`config.mk`:
```
export PLATFORM = sky130hd
export DESIGN_NAME = dsr_status
export DESIGN_NICKNAME = d
export VERILOG_FILES = /design/src/design/dsr_pkg.sv /design/src/design/dsr_halt_timer.sv /design/src/design/dsr_status.sv
export SDC_FILE = /design/constraint.sdc
export NUM_CORES = 1
export LEC_CHECK = 0
export BUFFER_PORTS_ARGS = -buffer_cell sky130_fd_sc_hd__buf_2
export CORE_UTILIZATION = 36
export CTS_BUF_LIST = sky130_fd_sc_hd__clkbuf_16
export DETAILED_ROUTE_END_ITERATION = 8
export HOLD_SLACK_MARGIN = 0.1
export PLACE_DENSITY = 0.82
export SYNTH_ARGS = -nofsm -noshare
export SYNTH_HDL_FRONTEND = slang
export SYNTH_HIERARCHICAL = 1
export SYNTH_SLANG_ARGS = --single-unit
export TNS_END_PERCENT = 1
```
`constraint.sdc`:
```
create_clock -name sys_clk_i -period 1.9 [get_ports sys_clk_i]
set_input_delay 0.19 -clock sys_clk_i [delete_from_list [all_inputs] [get_ports sys_clk_i]]
set_output_delay 0.19 -clock sys_clk_i [all_outputs]
set_load 0.1 [all_outputs]
```
`src/design/dsr_pkg.sv`:
```
// package: status register map, field positions and engine states
package dsr_pkg;
  localparam logic [7:0]  STATUS_OFS      = 8'h04;
  localparam logic [7:0]  BTT_OFS         = 8'h28;
  localparam logic [7:0]  TAIL_OFS        = 8'h10;
  localparam int          RSVD0_BIT       = 0;
  localparam int          IDLE_BIT        = 1;
  localparam int          RSVD2_BIT       = 2;
  localparam int          SG_INCL_BIT     = 3;
  localparam int          INT_ERR_BIT     = 4;
  localparam int          SLV_ERR_BIT     = 5;
  localparam logic [31:0] ZERO_WORD       = 32'h0000_0000;
  localparam logic [3:0]  DRAIN_CYCLES    = 4'h4;
  localparam logic [3:0]  DRAIN_ZERO      = 4'h0;
  localparam logic        IDLE_RESET      = 1'b1;

  typedef enum logic [3:0] {
    ST_IDLE  = 4'b0001,
    ST_BUSY  = 4'b0010,
    ST_DRAIN = 4'b0100,
    ST_HALT  = 4'b1000
  } dsr_state_t;
endpackage : dsr_pkg

```
`src/design/dsr_halt_timer.sv`:
```
// module: drain counter used for graceful shutdown
`timescale 1ns/1ps
module dsr_halt_timer (
  // clock and reset
  input  wire logic       sys_clk_i,
  input  wire logic       rst_i,
  input  wire logic       ce_i,
  // control
  input  wire logic       start_i,
  output logic            done_o
);
  typedef struct packed {
    logic [3:0] cnt;
    logic       run;
  } dsr_tmr_t;

  dsr_tmr_t st_r;
  dsr_tmr_t st_nxt;

  // count down from load, flag completion
  always_comb begin
    st_nxt = st_r;
    if (start_i) begin
      st_nxt.cnt = dsr_pkg::DRAIN_CYCLES;
      st_nxt.run = 1'b1;
    end else if (st_r.run && st_r.cnt != dsr_pkg::DRAIN_ZERO) begin
      st_nxt.cnt = st_r.cnt - 4'h1;
    end else begin
      st_nxt.run = 1'b0;
    end
  end

  assign done_o = st_r.run && (st_r.cnt == dsr_pkg::DRAIN_ZERO);

  // state register
  always_ff @(posedge sys_clk_i or posedge rst_i) begin
    if (rst_i) begin
      st_r <= '0;
    end else if (ce_i) begin
      st_r <= st_nxt;
    end
  end
endmodule // dsr_halt_timer

```
`src/design/dsr_status.sv`:
```
// module: dma engine status register and idle/error tracking
// How it works
// - bit 0 reserved, always reads zero
// - simple mode: idle set once programmed transfer finishes
// - simple mode: byte-count write leaves idle, clears idle bit
// - sg mode: idle set when tail reached, all descriptors done
// - sg mode: tail pointer write restarts descriptor processing
// - bit 3 shows whether scatter-gather support was built in
// - bit 4 set on mover internal error
// - zero byte count, written or fetched, raises internal error
// - on internal error halt gracefully, idle only after shutdown
// - error flags stay until soft or hard reset
// - bit 5 set on slave error response, then graceful halt
`timescale 1ns/1ps
module dsr_status #(
  parameter bit SG_BUILD_OPTION = 1'b1
) (
  // clock, enable, resets
  input  wire logic        sys_clk_i,
  input  wire logic        rst_i,
  input  wire logic        ce_i,
  input  wire logic        soft_rst_i,
  // mode select, 1 = scatter-gather
  input  wire logic        sg_mode_i,
  // register access
  input  wire logic        reg_wr_i,
  input  wire logic        reg_rd_i,
  input  wire logic [7:0]  reg_addr_i,
  input  wire logic [31:0] reg_wdata_i,
  output logic [31:0]      reg_rdata_o,
  // mover and descriptor engine events
  input  wire logic        xfer_done_i,
  input  wire logic        desc_fetch_i,
  input  wire logic [25:0] desc_btt_i,
  input  wire logic        tail_reached_i,
  input  wire logic        mover_int_err_i,
  input  wire logic        slave_err_i,
  // engine control outputs
  output logic             xfer_start_o,
  output logic             sg_restart_o,
  output logic             halt_req_o,
  output logic             engine_idle_flag_o
);
  // block state, except the drain counter held in u_halt, in one register
  typedef struct packed {
    dsr_pkg::dsr_state_t state;
    logic                int_err;
    logic                slv_err;
    logic [31:0]         rdata;
    logic                start;
    logic                restart;
  } dsr_st_t;

  // registered state and its next value
  dsr_st_t     st_r;
  dsr_st_t     st_nxt;

  // shutdown timer handshake
  logic        drain_start;
  logic        drain_done;

  // register window decode
  logic        addr_btt;
  logic        addr_tail;
  logic        addr_status;
  logic        rd_status;
  logic        btt_wr;
  logic        tail_wr;
  logic        sg_ok;

  // error causes
  logic        wr_zero;
  logic        fetch_zero;
  logic        zero_cnt;
  logic        int_err_ev;
  logic        err_now;

  // state decode and status word
  logic        in_idle;
  logic        in_drain;
  logic        in_halt;
  logic        idle_bit;
  logic [31:0] status_word;

  // shutdown timing
  dsr_halt_timer u_halt (
    .sys_clk_i (sys_clk_i),
    .rst_i     (rst_i),
    .ce_i      (ce_i),
    .start_i   (drain_start),
    .done_o    (drain_done)
  );

  // address decode of the register window
  assign addr_btt    = reg_addr_i == dsr_pkg::BTT_OFS;
  assign addr_tail   = reg_addr_i == dsr_pkg::TAIL_OFS;
  assign addr_status = reg_addr_i == dsr_pkg::STATUS_OFS;
  assign rd_status   = reg_rd_i && addr_status;

  // writes to the other mode's start register are ignored
  assign sg_ok   = SG_BUILD_OPTION && sg_mode_i;
  assign btt_wr  = reg_wr_i && addr_btt && !sg_ok;
  assign tail_wr = reg_wr_i && addr_tail && sg_ok;

  // zero byte count, written or fetched, is an internal error
  assign wr_zero    = btt_wr && reg_wdata_i == dsr_pkg::ZERO_WORD;
  assign fetch_zero = desc_fetch_i && sg_ok && desc_btt_i == '0;
  assign zero_cnt   = wr_zero || fetch_zero;
  assign int_err_ev = zero_cnt || mover_int_err_i;
  assign err_now    = int_err_ev || slave_err_i;

  // one-hot state decode; a halted engine reads as idle
  assign in_idle  = st_r.state == dsr_pkg::ST_IDLE;
  assign in_drain = st_r.state == dsr_pkg::ST_DRAIN;
  assign in_halt  = st_r.state == dsr_pkg::ST_HALT;
  assign idle_bit = in_idle || in_halt;

  // next-state logic
  always_comb begin
    // start pulses last one cycle unless raised again
    st_nxt         = st_r;
    st_nxt.start   = 1'b0;
    st_nxt.restart = 1'b0;
    drain_start    = 1'b0;

    // internal error flag, cleared only by reset
    if (int_err_ev) begin
      st_nxt.int_err = 1'b1;
    end

    // slave error flag, cleared only by reset
    if (slave_err_i) begin
      st_nxt.slv_err = 1'b1;
    end

    // engine state walk; an error wins over any start
    case (st_r.state)
      // idle: waits for a byte-count or tail write
      dsr_pkg::ST_IDLE: begin
        if (err_now) begin
          st_nxt.state = dsr_pkg::ST_DRAIN;
          drain_start  = 1'b1;
        end else if (btt_wr) begin
          st_nxt.state = dsr_pkg::ST_BUSY;
          st_nxt.start = 1'b1;
        end else if (tail_wr) begin
          st_nxt.state   = dsr_pkg::ST_BUSY;
          st_nxt.restart = 1'b1;
        end
      end

      // busy: runs until done, tail or error
      dsr_pkg::ST_BUSY: begin
        if (err_now) begin
          st_nxt.state = dsr_pkg::ST_DRAIN;
          drain_start  = 1'b1;
        end else if (!sg_ok && xfer_done_i) begin
          st_nxt.state = dsr_pkg::ST_IDLE;
        end else if (sg_ok && tail_reached_i) begin
          st_nxt.state = dsr_pkg::ST_IDLE;
        end else if (tail_wr) begin
          st_nxt.restart = 1'b1;
        end
      end

      // drain: fixed shutdown wait, then halt
      dsr_pkg::ST_DRAIN: begin
        if (drain_done) begin
          st_nxt.state = dsr_pkg::ST_HALT;
        end
      end

      // halt: reads as idle until a reset
      dsr_pkg::ST_HALT: begin
        st_nxt.state = dsr_pkg::ST_HALT;
      end

      // stray codes park in halt
      default: begin
        st_nxt.state = dsr_pkg::ST_HALT;
      end
    endcase

    // status word as software sees it, reserved bits held low
    status_word                       = dsr_pkg::ZERO_WORD;
    status_word[dsr_pkg::RSVD0_BIT]   = 1'b0;
    status_word[dsr_pkg::IDLE_BIT]    = idle_bit;
    status_word[dsr_pkg::RSVD2_BIT]   = 1'b0;
    status_word[dsr_pkg::SG_INCL_BIT] = SG_BUILD_OPTION;
    status_word[dsr_pkg::INT_ERR_BIT] = st_r.int_err;
    status_word[dsr_pkg::SLV_ERR_BIT] = st_r.slv_err;
    // read data stands one cycle after a status read
    if (rd_status) begin
      st_nxt.rdata = status_word;
    end else begin
      st_nxt.rdata = dsr_pkg::ZERO_WORD;
    end
  end

  // outputs
  assign reg_rdata_o        = st_r.rdata;
  assign xfer_start_o       = st_r.start;
  assign sg_restart_o       = st_r.restart;
  assign halt_req_o         = in_drain || in_halt;
  assign engine_idle_flag_o = idle_bit;

  // state register; soft reset clears errors and returns to idle
  always_ff @(posedge sys_clk_i or posedge rst_i) begin
    if (rst_i) begin
      // idle, flags clear, no pulses
      st_r       <= '0;
      st_r.state <= dsr_pkg::ST_IDLE;
    end else if (ce_i) begin
      // soft reset acts on the same edge that samples it, when enabled
      if (soft_rst_i) begin
        st_r       <= '0;
        st_r.state <= dsr_pkg::ST_IDLE;
      end else begin
        st_r <= st_nxt;
      end
    end
  end
endmodule // dsr_status

```
==> results.sh, run 1 <==
export IMPL_status="finished, final reports clean"
export IMPL_critPathBufInv=1
export IMPL_leakage_nw=1.04
export IMPL_cts_tree="done"
export IMPL_slowest_delay_ns=0.60
export IMPL_async_reset_ff_share_pct=100
export IMPL_vias_per_cell=4.91
export IMPL_post_route_min_period_ns=1.81
export IMPL_track_usage_pct=18.1
export IMPL_drv_cap=0
export IMPL_tightest_slew_ns=0.485
export IMPL_p_sw_mw=0.901
export IMPL_clock_power_share_pct=21.4
export IMPL_intPower_mw=1.07
export IMPL_setup_viol=0
export IMPL_remaining_drc_errors=0
export IMPL_setup_ws_ns=0.0897
export IMPL_cp_arrival_ns=1.62
export IMPL_numCtsBuffers=3
export IMPL_cpLargestDelayFamily="flip-flops"
export IMPL_post_drt_wl_per_cell_um=12.7
export IMPL_synth_area_leaders="dfrtp_1 27%, buf_4 17%, nor4_1 6.8%, a22o_1 2.4%, nand2_1 2.3%"
export IMPL_synthCells=165
export IMPL_placementRows=22
export IMPL_r2r_slack_ns=0.10
export IMPL_worst_clock_skew_ns=0.00149
export IMPL_cpMaxStageDelayCell="dfstp_2"
export IMPL_syn_area_mm2=0.00147
export IMPL_drv_slew=0
export IMPL_crit_chain="xnor2_1, nor3_4, buf_2"
export IMPL_via_count=1518
export IMPL_grt_pass1_vias=1379
export IMPL_syn_area_per_cell_um2=8.90
export IMPL_drtPass1Iterations=4
export IMPL_clockBufferDepth=2
export IMPL_boundaryPins=114
export IMPL_critPathCaptureType="primary output"
export IMPL_p_per_area_mw_per_mm2=982
export IMPL_nets=341
export IMPL_finalHoldViolations=0
export IMPL_worst_skew_pair_late_latency_ns=0.25
export IMPL_crit_type="register to primary output"
export IMPL_gp_congestion=0.895
export IMPL_ant_nets=0
export IMPL_drt_iter0_markers=64
export IMPL_hp_start="soft_rst_i"
export IMPL_worst_path_max_fanout=7
export IMPL_final_layout_size_suffix_gt1_share_pct=46.4
export IMPL_grt_ovfl_total=0
export IMPL_yosysWarnings=6
export IMPL_seqPwrFrac_pct=27.3
export IMPL_io_buffers=85
export IMPL_start_util_pct=38.7
export IMPL_cp_startpoint="st_r[36]"
export IMPL_stdcell_area_mm2=0.00201
export IMPL_synth_top_area_share_pct=27.3
export IMPL_synth_top_flop_cell="dfrtp_1"
export IMPL_diodes=0
export IMPL_wl_um=3940
export IMPL_htreeDepth=1
export IMPL_synth_edff_count=0
export IMPL_required_ns=1.71
export IMPL_die_y_um=65.9
export IMPL_regToRegStartpoint="u_halt/st_r[2]"
export IMPL_finalCritPeriodShare_pct=95.3
export IMPL_dpl_hpwl_um=3080
export IMPL_grt_pass1_wl_um=6190
export IMPL_ys_seq_elements=17
export IMPL_clockRootBuffer="clkbuf_16"
export IMPL_dpl_cell_area_mm2=0.00187
export IMPL_combPwrFrac_pct=51.3
export IMPL_fmax_ghz=0.552
export IMPL_min_path_type="primary input to register"
export IMPL_fin_setup_tns_ns=0
export IMPL_seq_area_frac_synth_pct=29.0
export IMPL_synth_cell_types=56
export IMPL_fp_dieW_um=65.9
export IMPL_dieArea_mm2=0.00434
export IMPL_clk_pin_slew_ns=0.05
export IMPL_pre_cts_ws_ns=0.0205
export IMPL_grt_start_max_net_pins=18
export IMPL_peakVddDrop_mv=0.556
export IMPL_fin_worst_hold_slack_ns=0.239
export IMPL_area_growth_pct=37.0
export IMPL_slew_headroom_pct=67.2
export IMPL_start_kind="register"
export IMPL_antenna_found_initial=0
export IMPL_yosysTopAreaCell="dfrtp_1"
export IMPL_core_area_mm2=0.00380
export IMPL_switching_share_pct=45.6
export IMPL_grt_setup_unrepaired="false"
export IMPL_clock_sinks=17
-- stage by stage --
step	utilization, %	total power [mW]	instances
4_1_cts	51.6	1.87	303
6_report	53.0	1.98	309
3_5_place_dp	49.3	1.43	298
5_1_grt	53.0	2.08	309
2_1_floorplan	-	1.27	192
3_3_place_gp	49.3	1.40	298
-- placed cells by master (no fill, tap or decap), types with 2 or more instances in the layout --
cell type	count
buf_2	85
conb_1	28
nor4_1	16
dfrtp_1	16
buf_4	15
nand2_1	9
nor2_1	8
inv_1	7
nand3_1	4
a22o_1	4
nand4_1	3
nor3_1	3
a21oi_1	3
o21ai_0	3
clkbuf_16	3
nor3_2	2
inv_2	2
and2_1	2
nand2b_1	2
o211a_1	2
a211oi_1	2
o2bb2ai_1	2
xnor2_1	2
or3_1	2
nor3b_1	2
-- area by class of cell --
cell class / instances / area, um^2
tap: 48 / 60.1
clock buffer: 3 / 75.1
sequential: 17 / 427
timing repair buffer: 101 / 548
clock inverter: 1 / 5.00
fill: 363 / 1790
inverter: 9 / 33.8
multi-input combinational: 130 / 863
-- worst register-to-register path, cell delays in order (launching register included) --
cell and delay [ns]:
dfrtp_1 0.39, inv_1 0.09, ha_2 0.17, or3b_4 0.40
nor2_2 0.08, nor4_1 0.04, nand3b_1 0.15, o211a_1 0.17
a211oi_1 0.04, a211oi_1 0.18
-- kinds of logic after synthesis --
logic type      after synthesis  share of synthesized area [%]
flops                        17                           29.0
xor+xnor                      2                           1.19
mux                           1                          0.767
simple gates                 70                           31.0
buf+inv                      45                           20.5
other cells                   1                          0.255
compound gates               28                           16.4
fa+ha+maj                     1                          0.852
-- state kept, by name, summed over array words and instances (netlist names) --
| register | count |
|---|---|
| xfer_start_o | 1 |
| u_halt/st_r | 5 |
| sg_restart_o | 1 |
| st_r | 6 |
| reg_rdata_o | 4 |
-- final timing paths --
| check | cells after the start | to |
|---|---|---|
| max | 3 | engine_idle_flag_o |
| min | 2 | st_r[35] |
| max reg2reg | 9 | st_r[36] |
| min reg2reg | 1 | reg_rdata_o[3] |
| max in group asynchronous | 3 | st_r[36] |
| min in group asynchronous | 3 | u_halt/st_r[4] |
-- Yosys cell counts, drive strengths merged, types with 2 or more instances --
cell type  number
a211oi          2
or3             2
nor4           17
buf            35
o2bb2ai         3
nor4bb          2
nor2            9
nor3b           3
dfrtp          16
nor3            6
a22o            4
inv             9
o211a           2
and2            2
nand2           9
a21oi           3
o21ai           3
nand2b          2
xnor2           2
nand3           5
nand4           3
-- timing repair --
item                                    CTS  global route
endpoints found under the setup margin    1             2
pin swaps                                 0             2
hold endpoints to repair                 16             0
setup buffers                             0             6
resized for setup                         1             2
hold buffers                              1             0
-- metal layers --
metal / global-route usage, % / up-vias / wire (um)
li1: - / 747 / -
met4: 2.99 / 0 / 17
met2: 30.5 / 76 / 1900
met3: 3.97 / 2 / 243
met5: 0 / - / 0
met1: 23.9 / 693 / 1770
-- power groups by stage --
stage | registers [mW] | logic (mW) | clock network [mW]
floorplan | 0.516 | 0.751 | 0
global placement | 0.535 | 0.867 | 0
detailed placement | 0.541 | 0.893 | 0
CTS | 0.537 | 0.900 | 0.428
global route | 0.548 | 1.08 | 0.447
finish | 0.540 | 1.01 | 0.422
Note: power is estimated with default switching activity, not from simulation.
==> inputs of run 2 (changes only) <==
--- a/config.mk
+++ b/config.mk
@@ -6,13 +6,12 @@
 export NUM_CORES = 1
 export LEC_CHECK = 0
 export BUFFER_PORTS_ARGS = -buffer_cell sky130_fd_sc_hd__buf_2
-export CORE_UTILIZATION = 36
+export CORE_UTILIZATION = 35
 export CTS_BUF_LIST = sky130_fd_sc_hd__clkbuf_16
 export DETAILED_ROUTE_END_ITERATION = 8
 export HOLD_SLACK_MARGIN = 0.1
 export PLACE_DENSITY = 0.82
 export SYNTH_ARGS = -nofsm -noshare
 export SYNTH_HDL_FRONTEND = slang
-export SYNTH_HIERARCHICAL = 1
 export SYNTH_SLANG_ARGS = --single-unit
 export TNS_END_PERCENT = 1
==> results.sh, run 2 <==
export IMPL_status="finished with violations"
export IMPL_violations="design-rule violations"
export IMPL_cts_tree="done"
export IMPL_worst_clock_skew_ns=0.000728
export IMPL_clockBufferDepth=2
export IMPL_clock_sinks=17
export IMPL_synth_edff_count=0
export IMPL_grt_ovfl_total=0
export IMPL_track_usage_pct=18.7
export IMPL_p_per_area_mw_per_mm2=907
export IMPL_synth_area_leaders="dfrtp_1 30%, buf_4 18%, nor4_1 8.9%, nand2_1 3.4%, xnor2_1 3.3%"
export IMPL_required_ns=2.06
export IMPL_grt_pass1_vias=1378
export IMPL_final_common_cell="buf_2"
export IMPL_core_area_mm2=0.00366
export IMPL_crit_type="register to register"
export IMPL_yosysWarnings=0
export IMPL_clockRootBuffer="clkbuf_16"
export IMPL_cpMaxStageDelayCell="dfrtp_1"
export IMPL_remaining_drc_errors=1
export IMPL_yosysMostFrequentCell="buf_4"
export IMPL_post_drt_wl_per_cell_um=12.3
export IMPL_grt_start_max_net_pins=20
export IMPL_syn_area_mm2=0.00134
export IMPL_start_kind="register"
export IMPL_synth_xor_xnor_area_share_pct=3.91
export IMPL_synth_fa_ha_area_share_pct=0.932
export IMPL_area_growth_pct=36.1
export IMPL_numCtsBuffers=3
export IMPL_antenna_found_initial=0
export IMPL_tightest_slew_ns=0.651
export IMPL_async_reset_ff_share_pct=100
export IMPL_wl_um=3580
export IMPL_gp_congestion=0.852
export IMPL_fp_dieW_um=63.9
export IMPL_dpl_cell_area_mm2=0.00173
export IMPL_slew_headroom_pct=56.5
export IMPL_clk_pin_slew_ns=0.05
export IMPL_via_count=1420
export IMPL_cp_startpoint="u_halt.st_r[1]"
export IMPL_ys_seq_elements=17
export IMPL_largest_reg_flops=6
export IMPL_stdcell_area_mm2=0.00183
export IMPL_synth_top_flop_cell="dfrtp_1"
export IMPL_nFillCells=352
export IMPL_synth_top_family_by_area="simple AND/OR/NAND/NOR gates"
export IMPL_ant_nets=0
export IMPL_peakVddDrop_mv=0.389
export IMPL_synthSimpleGateAreaFrac_pct=24.7
export IMPL_drt_iter0_markers=41
export IMPL_synth_mux_area_fraction_pct=0.746
export IMPL_dpl_hpwl_um=2950
export IMPL_htreeDepth=1
export IMPL_pre_cts_ws_ns=0.0542
export IMPL_critPathCaptureType="register"
export IMPL_diodes=0
export IMPL_slowest_delay_ns=0.40
export IMPL_placementRows=22
export IMPL_synthCells=158
export IMPL_top_register="st_r"
export IMPL_grt_pass1_wl_um=6000
export IMPL_min_path_type="primary input to register"
export IMPL_drtPass1Iterations=6
export IMPL_final_layout_size_suffix_gt1_share_pct=42.8
export IMPL_die_y_um=63.9
export IMPL_nets=323
export IMPL_worst_skew_pair_late_latency_ns=0.25
export IMPL_synth_top_area_share_pct=29.8
export IMPL_synth_cell_types=43
export IMPL_seq_area_frac_synth_pct=31.8
export IMPL_leakage_nw=0.925
export IMPL_fin_setup_tns_ns=0
export IMPL_start_util_pct=36.7
export IMPL_dieArea_mm2=0.00409
export IMPL_drv_cap=0
export IMPL_finalCritPeriodShare_pct=96.9
export IMPL_setup_viol=0
export IMPL_yosysTopAreaCell="dfrtp_1"
export IMPL_final_cell_mix="85 x buf_2, 28 x conb_1, 19 x nor4_1"
export IMPL_synthTopCellsByCount="33 x buf_4, 19 x nor4_1, 16 x dfrtp_1"
export IMPL_syn_area_per_cell_um2=8.50
export IMPL_regToRegStartpoint="u_halt.st_r[1]"
export IMPL_crit_chain="inv_1, ha_1, nor3b_2, nand2_1, a31o_2, o31a_2, o221ai_1"
export IMPL_fmax_ghz=0.543
export IMPL_worst_path_max_fanout=4
export IMPL_drv_slew=0
export IMPL_io_buffers=85
export IMPL_setup_ws_ns=0.0590
export IMPL_finalHoldViolations=0
export IMPL_boundaryPins=114
export IMPL_synth_compound_area_share_pct=13.9
export IMPL_cp_arrival_ns=2.00
export IMPL_vias_per_cell=4.88
export IMPL_hp_start="mover_int_err_i"
export IMPL_post_route_min_period_ns=1.84
[run 2: logic make-up after synthesis]
family,count (synthesis)
other,1
buffers and inverters,49
multiplexers,1
adder cells (fa/ha/maj),1
flip-flops,17
AND/OR/NAND/NOR,60
AO/OA/AOI/OAI,23
XOR/XNOR,6
[run 2: power by group]
part / switching, mW / internal (mW)
logic: 0.517 / 0.233
clock network: 0.142 / 0.280
registers: 0.0573 / 0.428
[run 2: metrics by stage]
| stage | util [%] | hold slack [ns] | std cells | power (mW) |
|---|---|---|---|---|
| after floorplan | - | 0.115 | 185 | 1.11 |
| after global placement | 47.3 | 0.319 | 286 | 1.21 |
| after detailed placement | 47.3 | 0.318 | 286 | 1.23 |
| after CTS | 49.8 | 0.215 | 291 | 1.65 |
| after global routing | 49.9 | 0.246 | 291 | 1.75 |
| final | 49.9 | 0.210 | 291 | 1.66 |
[run 2: final timing paths]
kind,end,slack [ns],depth (start not counted)
min in group asynchronous,st_r[39],0.57,3
setup / recovery,st_r[36],0.06,7
max in group asynchronous,reg_rdata_o[5],0.91,3
hold / removal,st_r[35],0.21,3
setup reg to reg,st_r[36],0.06,7
hold reg to reg,reg_rdata_o[3],0.47,1
[run 2: metal layers]
metal,vias to the layer above,track usage (%),wire (um)
li1,686,-,-
met1,652,22.3,1430
met2,77,32.8,1820
met3,5,2.50,281
met4,0,8.52,55
met5,-,0,0
[run 2: layout make-up]
type	instances	area (um^2)	area share, %
clock inverters	1	3.75	0.205
clock buffers	3	75.1	4.11
inverters	9	33.8	1.85
flip-flops and latches	17	427	23.4
multi-input cells	119	719	39.4
well taps	48	60.1	3.29
repair buffers	94	508	27.8
[run 2: worst max-delay path: cells and delay by family, from the launching register on]
kind            cells  cell delay, ns
flops               1            0.40
fa+ha+maj           1            0.16
simple gates        2            0.33
buf+inv             1            0.07
compound gates      3            0.79
[run 2: what timing repair did]
item,CTS,global route
hold buffers,1,0
endpoints found under the setup margin,0,1
gates resized for setup,0,1
setup buffers,0,0
endpoints found under the hold margin,16,0
